<file path="config.mk">
export PLATFORM = sky130hd
export DESIGN_NAME = gpl_port
export DESIGN_NICKNAME = d
export VERILOG_FILES = /design/src/core/gpl_pkg.sv /design/src/core/gpl_port.sv
export SDC_FILE = /design/constraint.sdc
export NUM_CORES = 1
export LEC_CHECK = 0
export BUFFER_PORTS_ARGS = -buffer_cell sky130_fd_sc_hd__buf_2
export CAP_MARGIN = 10
export CORE_ASPECT_RATIO = 0.9
export CORE_MARGIN = 2
export CORE_UTILIZATION = 49
export DETAILED_ROUTE_END_ITERATION = 10
export HOLD_SLACK_MARGIN = 0.06
export PLACE_DENSITY = 0.85
export REMOVE_ABC_BUFFERS = 1
export SYNTH_ARGS = -nofsm -noshare
export SYNTH_HDL_FRONTEND = slang
export SYNTH_SLANG_ARGS = --single-unit
</file>
<file path="constraint.sdc">
create_clock -name clk_i -period 4.5 [get_ports clk_i]
set_input_delay 0.675 -clock clk_i [delete_from_list [all_inputs] [get_ports clk_i]]
set_output_delay 0.675 -clock clk_i [all_outputs]
set_load 0.1 [all_outputs]
</file>
<file path="src/core/gpl_pkg.sv">
// Constants and carrier types for the byte-wide general purpose port block.
// Assumes one system clock and a simple strobe register port.
package gpl_pkg;
  // ==========================================================================
  // Sizes
  localparam int GPL_PORT_W = 8;
  localparam int GPL_ADDR_W = 4;
  localparam int GPL_DATA_W = 8;
  localparam int GPL_HD_PINS = 8;

  // ==========================================================================
  // Register map
  localparam logic [GPL_ADDR_W-1:0] GPL_DATA_BASE = 4'h0;
  localparam logic [GPL_ADDR_W-1:0] GPL_DIR_BASE = 4'h1;
  localparam logic [GPL_ADDR_W-1:0] GPL_PORT_STEP = 4'h2;
  localparam logic [GPL_ADDR_W-1:0] GPL_PULLUP_ADDR = 4'h8;
  localparam logic [GPL_ADDR_W-1:0] GPL_DRIVE_ADDR = 4'h9;

  // ==========================================================================
  // Reset values
  localparam logic GPL_DIR_INPUT = 1'b0;
  localparam logic GPL_DIR_OUTPUT = 1'b1;
  localparam logic [GPL_DATA_W-1:0] GPL_LATCH_RST = 8'h00;
  localparam logic [GPL_DATA_W-1:0] GPL_PULLUP_RST = 8'h00;
  localparam logic [GPL_DATA_W-1:0] GPL_DRIVE_RST = 8'h00;
  localparam logic [GPL_DATA_W-1:0] GPL_READ_ZERO = 8'h00;

  // ==========================================================================
  // Register port request
  typedef struct packed {
    logic [GPL_ADDR_W-1:0] addr;
    logic [GPL_DATA_W-1:0] wdata;
    logic we;
    logic re;
  } gpl_bus_s;
endpackage

</file>
<file path="src/core/gpl_port.sv">
// General purpose I/O ports with output latch, byte direction, pull-up and high drive.
// Assumes pin inputs are synchronous to clk_i and the bus master never stalls.
//
// The placing of the registers and the strobed register port are this design's own decisions.
`timescale 1ns/1ps
// Contract
// Pull-up applies only while the port is input; ignored in output mode.
// One direction bit per port governs all eight pins together.
// Input-mode read of port register returns sampled pin level.
// Input-mode write updates the latch without driving pins.
// Output-mode write updates latch and the pins show the latch.
// Output-mode read returns latch, or peripheral output for selected ports.
// Direction registers are write-only and read back as zero.
// After reset all ports are inputs until software writes output direction.
// Exactly eight pins offer selectable high drive capability.
// Software expects read-modify-write to copy pin levels into input-mode latches.
// Software expects read-modify-write to copy peripheral output into latches.
// Software should rewrite direction settings periodically.
// Direction one is output, zero is input; pull-ups reset disabled.
module gpl_port
  import gpl_pkg::*;
#(
  parameter int NUM_PORTS = 4,
  parameter logic [NUM_PORTS-1:0] PERIPH_READ = '0
) (
  input wire logic clk_i,
  input wire logic rst_n_i,
  input wire gpl_bus_s bus_i,
  output logic [GPL_DATA_W-1:0] rdata_o,
  input wire logic [NUM_PORTS*GPL_PORT_W-1:0] pin_in_i,
  input wire logic [NUM_PORTS*GPL_PORT_W-1:0] periph_i,
  output logic [NUM_PORTS*GPL_PORT_W-1:0] pin_out_o,
  output logic [NUM_PORTS*GPL_PORT_W-1:0] pin_oe_o,
  output logic [NUM_PORTS-1:0] pin_pu_o,
  output logic [GPL_HD_PINS-1:0] pin_hd_o
);

  // ==========================================================================
  // Address decode
  function automatic logic [GPL_ADDR_W-1:0] port_addr(input int p, input logic is_dir);
    port_addr = GPL_ADDR_W'(p * GPL_PORT_STEP) + (is_dir ? GPL_DIR_BASE : GPL_DATA_BASE);
  endfunction

  // ==========================================================================
  // State
  logic [NUM_PORTS*GPL_PORT_W-1:0] latch_r, latch_nxt;
  logic [NUM_PORTS-1:0] dir_r, dir_nxt;
  logic [NUM_PORTS-1:0] pu_sel_r, pu_sel_nxt;
  logic [NUM_PORTS-1:0] pu_r, pu_nxt;
  logic [NUM_PORTS*GPL_PORT_W-1:0] oe_r, oe_nxt;
  logic [GPL_HD_PINS-1:0] hd_r, hd_nxt;
  logic [GPL_DATA_W-1:0] rdata_r, rdata_nxt;

  // ==========================================================================
  // Port latch and direction
  always_comb begin
    latch_nxt = latch_r;
    dir_nxt = dir_r;
    for (int p = 0; p < NUM_PORTS; p++) begin
      // The latch takes every write in either mode.
      if (bus_i.we && bus_i.addr == port_addr(p, 1'b0)) begin
        latch_nxt[p*GPL_PORT_W +: GPL_PORT_W] = bus_i.wdata; // see R4
      end
      if (bus_i.we && bus_i.addr == port_addr(p, 1'b1)) begin
        dir_nxt[p] = bus_i.wdata[0]; // see R2
      end
    end
    for (int p = 0; p < NUM_PORTS; p++) begin
      oe_nxt[p*GPL_PORT_W +: GPL_PORT_W] = {GPL_PORT_W{dir_nxt[p]}}; // see R2
    end
  end

  always_ff @(posedge clk_i or negedge rst_n_i) begin
    if (!rst_n_i) begin
      latch_r <= {NUM_PORTS{GPL_LATCH_RST}};
      dir_r <= {NUM_PORTS{GPL_DIR_INPUT}};
      oe_r <= '0;
    end else begin
      latch_r <= latch_nxt;
      dir_r <= dir_nxt;
      oe_r <= oe_nxt;
    end
  end

  // ==========================================================================
  // Pull-up selection
  always_comb begin
    pu_sel_nxt = pu_sel_r;
    if (bus_i.we && bus_i.addr == GPL_PULLUP_ADDR) begin
      pu_sel_nxt = bus_i.wdata[NUM_PORTS-1:0];
    end
    pu_nxt = pu_sel_nxt & ~dir_nxt;
  end

  always_ff @(posedge clk_i or negedge rst_n_i) begin
    if (!rst_n_i) begin
      pu_sel_r <= GPL_PULLUP_RST[NUM_PORTS-1:0];
      pu_r <= GPL_PULLUP_RST[NUM_PORTS-1:0];
    end else begin
      pu_sel_r <= pu_sel_nxt;
      pu_r <= pu_nxt;
    end
  end

  // ==========================================================================
  // High drive selection
  always_comb begin
    hd_nxt = hd_r;
    if (bus_i.we && bus_i.addr == GPL_DRIVE_ADDR) begin
      hd_nxt = bus_i.wdata[GPL_HD_PINS-1:0];
    end
  end

  always_ff @(posedge clk_i or negedge rst_n_i) begin
    if (!rst_n_i) begin
      hd_r <= GPL_DRIVE_RST[GPL_HD_PINS-1:0];
    end else begin
      hd_r <= hd_nxt;
    end
  end

  // ==========================================================================
  // Read data
  always_comb begin
    rdata_nxt = GPL_READ_ZERO;
    for (int p = 0; p < NUM_PORTS; p++) begin
      if (bus_i.re && bus_i.addr == port_addr(p, 1'b0)) begin
        if (dir_r[p] == GPL_DIR_INPUT) begin
          rdata_nxt = pin_in_i[p*GPL_PORT_W +: GPL_PORT_W];
        end else if (PERIPH_READ[p]) begin
          rdata_nxt = periph_i[p*GPL_PORT_W +: GPL_PORT_W];
        end else begin
          rdata_nxt = latch_r[p*GPL_PORT_W +: GPL_PORT_W];
        end
      end
      // Direction reads fall through and return zero.
    end
    if (bus_i.re && bus_i.addr == GPL_PULLUP_ADDR) begin
      rdata_nxt = GPL_DATA_W'(pu_sel_r);
    end
    if (bus_i.re && bus_i.addr == GPL_DRIVE_ADDR) begin
      rdata_nxt = GPL_DATA_W'(hd_r);
    end
  end

  always_ff @(posedge clk_i or negedge rst_n_i) begin
    if (!rst_n_i) begin
      rdata_r <= GPL_READ_ZERO;
    end else begin
      rdata_r <= rdata_nxt;
    end
  end

  assign rdata_o = rdata_r;
  assign pin_out_o = latch_r;
  assign pin_oe_o = oe_r;
  assign pin_pu_o = pu_r;
  assign pin_hd_o = hd_r;

  for (genvar g = 0; g < NUM_PORTS; g++) begin : g_chk

  end
endmodule

</file>
==> impl_metrics.ini, run 1 <==
[layout]
multi_input_area_um2 = 1441
syn2layout_area_growth_pct = 21.47
final_area_um2 = 3921
fin_nets = 445
regArea_um2 = 1501
filler_cell_count = 549
antenna_cells = 0
layout-drive-gt1-share = 0.5676
fin_util = 0.6050

[global_routing]
antenna_found_initial = 0
grt_pass1_wl_mm = 12.47
grt_max_degree = 61
track_usage = 0.2392
grt_pass1_vias = 2342
grt_overflow = 0

[floorplan]
start_util = 0.4981
rows = 28
die_w_um = 89.56
core_um2 = 6481
die-area_um2 = 7254
ios = 164
die_y_um = 81

[setup_path]
critPathSlowestCell = dfrtp_1
rrSetupSlack_ns = 2.55
critPathTopFamily = flip-flops
path_cells = buf_2
crit_fanout = 17
required_ns = 3.83
crit_type = register to primary output
cp_num_buf_inv = 1
crit_path_end_kind = primary output
startpoint_type = register
crit_arrival_ns = 1.73
critPathMaxStageDelay_ns = 0.83

[power]
power_density_nw_per_um2 = 750.2
p_leak_nw = 1.979
ir_drop_v = 0.0004097
fin_total_pwr_mw = 2.942

[placement]
port_buffers = 131
dpl_worst_slack_ns = 2.154
place_hpwl_mm = 5.674
dpl-instance-area_um2 = 3719
gp_congestion = 0.8524

[timing]
timing.final.ws_setup_ns = 2.096
tns_ns = 0
finClkSkew_ns = 0.008505
hold_viol_final = 0
min_period_over_period = 0.5343
rsz0062_at_grt = no
max_freq_mhz = 416.0
final-setup-viol-count = 0
worst_slew_pin_slew_ns = 0.7741
maxSlewHeadroom = 0.4839
period_needed_ns = 2.404
slew_viol_final = 0

[cts]
cts_num_sinks = 60
cts_resized = 0
numCtsBuffers = 9
cts_buffer_depth = 2
cts_setup_buffers = 0
htree_levels = 3
cts_hold_buf = 0
cts-root-buf = clkbuf_8
clk_pin_slew_ns = 0.07
tritoncts = yes
worstSkewPairLatency_ns = 0.34

[detailed_routing]
vias_per_cell = 5.365
num_vias = 2468
drt-total-wl_mm = 8.235
remaining_drc_errors = 0
drtIter0Drc = 122
wl_per_cell_um = 17.90
ant_nets = 0
dr.pass1.iters = 4

[synthesis]
synth-edff-count = 0
syn_avg_cell_area_um2 = 12.27
synth-main-ff-cell = dfrtp_1
ys_ff_latch = 60
synth_cells = 263
ys_seq_area_frac = 0.4651
synth.distinct_cells = 34
synth_area_leaders = dfrtp_1 47%, mux2_2 15%, mux2_4 7.4%, mux2i_1 6.8%, buf_4 6.7%
synth.top_cell.area_share = 0.4651
async_flop_share = 1.000
synth_top_cell_by_area = dfrtp_1
yosys_warnings = 0
netlist_area_um2 = 3228

[job]
cap_violations = 0

[outcome]
outcome = completed

[min_path]
hold_class = primary input to asynchronous set/reset pin
registers in the layout (all words and copies together), names as in the netlist:
name,count
pu_sel_r,4
pin_hd_o,8
pin_oe_o,3
dir_r,1
pin_pu_o,4
pin_out_o,32
rdata_o,8
cells in the mapped netlist, drive strengths merged, types with 4 or more instances:
cell      n
buf      37
nor2b     8
o22ai     4
a2111oi   4
mux2     58
clkbuf    4
nor3     17
o21ai    10
dfrtp    60
nand3b    5
nand2     8
mux2i    22
nor2      5
report_power, final:
part	total (mW)	internal, mW	switching, mW
Sequential	0.776	0.651	0.124
Clock	0.494	0.284	0.210
Combinational	1.67	0.284	1.39
per-stage QoR:
step | cells | hold WS [ns]
after floorplan | 222 | 0.3794
after global placement | 444 | 0.4888
after detailed placement | 444 | 0.5022
after CTS | 460 | 0.5077
after global routing | 460 | 0.5310
final | 460 | 0.4756
layer usage:
layer	share of wire	vias up	routed length, um	GRT usage
met4	0.016	0	129	0.07463
met3	0.068	13	556	0.07520
met5	0	-	0	0
li1	-	1122	-	-
met2	0.47	116	3900	0.3640
met1	0.44	1217	3648	0.3260
area by class of cell:
type,count,area share
Multi-Input combinational cell,162,0.3676
Sequential cell,60,0.3829
Timing Repair Buffer,132,0.1691
Clock inverter,4,0.01213
Tap cell,90,0.02872
Clock buffer,12,0.03957
final timing paths:
| kind | start | endpoint | depth (start not counted) |
|---|---|---|---|
| min in group clk_i | pu_sel_r[3] | pu_sel_r[3] | 1 |
| worst min register to register | pu_sel_r[3] | pu_sel_r[3] | 1 |
| worst min-delay path | rst_n_i | pin_out_o[29] | 2 |
| max in group asynchronous | rst_n_i | pin_pu_o[2] | 2 |
| worst max register to register | pin_oe_o[7] | rdata_o[0] | 4 |
| worst max-delay path | pin_oe_o[7] | pin_oe_o[2] | 1 |
cells in the final DEF (no fill, tap or decap):
cell type and n:
a2111oi_0 4, a211oi_1 3, a21oi_1 1, a221oi_1 1, and2_1 1, and2b_1 1
and4bb_2 1, buf_2 131, buf_4 1, bufinv_16 1, clkbuf_1 1, clkbuf_8 11
clkinv_2 2, clkinvlp_4 1, dfrtp_1 60, mux2_2 42, mux2_4 16, mux2i_1 22
nand2_1 8, nand2b_1 1, nand3_1 2, nand3b_1 4, nand3b_4 1, nor2_1 5
nor2b_1 8, nor3_1 17, nor3b_1 1, nor3b_2 1, nor3b_4 1, nor4_1 3
o21ai_0 5, o21ai_1 5, o22ai_1 4, or2_1 1, or2_2 1, or3_1 1
or3b_1 1
cell families (layout without fill, tap and decap cells):
kind of cell	Yosys count	after routing	synth area share
buffers and inverters	41	148	0.08837
AOI/OAI and AO/OA	23	23	0.04534
muxes	80	80	0.2891
and+or+nand+nor	59	59	0.1120
DFF	60	60	0.4651
Power figures use the tool's default switching activity.
==> inputs of run 2 (changes only) <==
Settings changed: CORE_UTILIZATION 49 to 41, PLACE_DENSITY 0.85 to 0.76.
Clock period 4.5 ns to 2 ns, I/O delays scaled along.
==> run 2 against run 1 <==
Net effect:
- sequential share of layout area is 1.4 points lower
- combinational power up 130%
- setup slack got worse by 2.0 ns
- routed wire length grew 2.1%
- global-route usage decreased by 3.9 points
- sequential cell count unchanged
- core utilization is 6.7 points lower
- clock-buffer cell count shrank 3
- critical path depth up 3
- non-clock buffer count up 16
- largest cell class unchanged
==> impl_metrics.ini, run 2 (synthesis results as in run 1) <==
[setup_path]
critPathMaxStageDelay_ns = 0.57
crit_type = register to register
path_cells = mux2_2 > a2111oi_0 > buf_4 > o21ai_1
critPathTopFamily = compound AO/OA/AOI/OAI gates
cp_num_buf_inv = 1
reg2regPathDepth = 4
crit_fanout = 7
crit_path_end_kind = register
required_ns = 2.23
startpoint_type = register
crit_arrival_ns = 2.12
rrSetupSlack_ns = 0.11
cp.depth = 4
critPathSlowestCell = a2111oi_0

[floorplan]
die_y_um = 88.18
start_util = 0.4257
core_um2 = 7582
rows = 30
die_w_um = 97.53
ios = 164
die-area_um2 = 8600

[outcome]
outcome = completed

[layout]
layout_common_cells = 131 x buf_2, 58 x dfrtp_1, 42 x mux2_2, 22 x mux2i_1, 17 x nor3_1
fin_util = 0.5380
final_area_um2 = 4079
largest_reg_flops = 32
syn2layout_area_growth_pct = 26.36
layout-drive-gt1-share = 0.5907
final_common_cell = buf_2
fin_nets = 461

[timing]
holdWs_ns = 0.2695
worst_slew_pin_slew_ns = 0.6565
rsz0062_at_grt = no
period_needed_ns = 1.892
max_freq_mhz = 528.6
final-setup-viol-count = 0
tns_ns = 0
hold_viol_final = 0
maxSlewHeadroom = 0.5623
finClkSkew_ns = 0.009618
slew_viol_final = 0
min_period_over_period = 0.9458

[detailed_routing]
vias_per_cell = 5.075
drt-total-wl_mm = 8.405
remaining_drc_errors = 0
dr.pass1.iters = 4
drtIter0Drc = 160
wl_per_cell_um = 17.40
num_vias = 2451
ant_nets = 0

[cts]
clk_pin_slew_ns = 0.08
cts_buffer_depth = 2
tritoncts = yes
cts-root-buf = clkbuf_8
htree_levels = 3
cts_num_sinks = 60
numCtsBuffers = 9
worstSkewPairLatency_ns = 0.34

[placement]
place_hpwl_mm = 6.334
port_buffers = 131
gp_congestion = 0.8980
dpl-instance-area_um2 = 3864

[power]
ir_drop_v = 0.0009125
power_density_nw_per_um2 = 1631
p_leak_nw = 2.053

[min_path]
hold_depth = 2
hold_class = primary input to register

[global_routing]
grt_max_degree = 35
track_usage = 0.2007
grt_pass1_wl_mm = 12.88
grt_overflow = 0
antenna_found_initial = 0
grt_pass1_vias = 2368

[job]
cap_violations = 0
[run 2: cell count changes in the layout (fill, tap and decap cells not counted), sizes merged]
cell / change
buf: +15
clkbuf: -3
clkinv: +1
clkinvlp: +1
diode: +1
dlygate4sd3: +1
inv: +1
[run 2: what timing repair did]
action,4_1_cts,5_1_grt
gates cloned,0,0
buffers inserted,0,0
hold buffers,1,0
endpoints found under the setup margin,8,8
resized for setup,1,1
hold endpoints to repair,26,0
[run 2: worst paths after layout]
path	to	start
worst max-delay path	rdata_o[4]	pin_oe_o[15]
worst min-delay path	pin_hd_o[4]	bus_i[6]
worst max register to register	rdata_o[4]	pin_oe_o[15]
worst min register to register	pu_sel_r[3]	pu_sel_r[3]
max in group asynchronous	pin_oe_o[7]	rst_n_i
min in group asynchronous	rdata_o[4]	rst_n_i
[run 2: through the flow]
step / power (mW) / setup WS, ns / instances
after detailed placement: 5.597 / 0.07646 / 465
final: 6.653 / 0.1083 / 483
after CTS: 6.700 / 0.03542 / 482
after global routing: 6.888 / 0.06390 / 482
after global placement: 5.564 / 0.07939 / 465
after floorplan: 4.678 / -4.458 / 222
[run 2: metal layers]
layer | global-route usage | part of all wire | up-vias
li1 | - | - | 1158
met1 | 0.2874 | 0.47 | 1188
met2 | 0.2972 | 0.45 | 96
met3 | 0.06145 | 0.077 | 9
met4 | 0.05682 | 0.0077 | 0
met5 | 0 | 0 | -
[run 2: power by group]
part | internal [mW] | switching (mW) | total, mW
sequential | 1.47 | 0.224 | 1.69
clock | 0.580 | 0.506 | 1.09
combinational | 0.680 | 3.20 | 3.88
[run 2: final cells by class]
| type | instances | area (um^2) |
|---|---|---|
| tap | 96 | 120.1 |
| timing repair buffer | 148 | 810.8 |
| clock buffer | 9 | 123.9 |
| sequential | 60 | 1504 |
| clock inverter | 7 | 76.32 |
| antenna | 1 | 2.502 |
| fill | 685 | 3503 |
| multi-input combinational | 162 | 1441 |
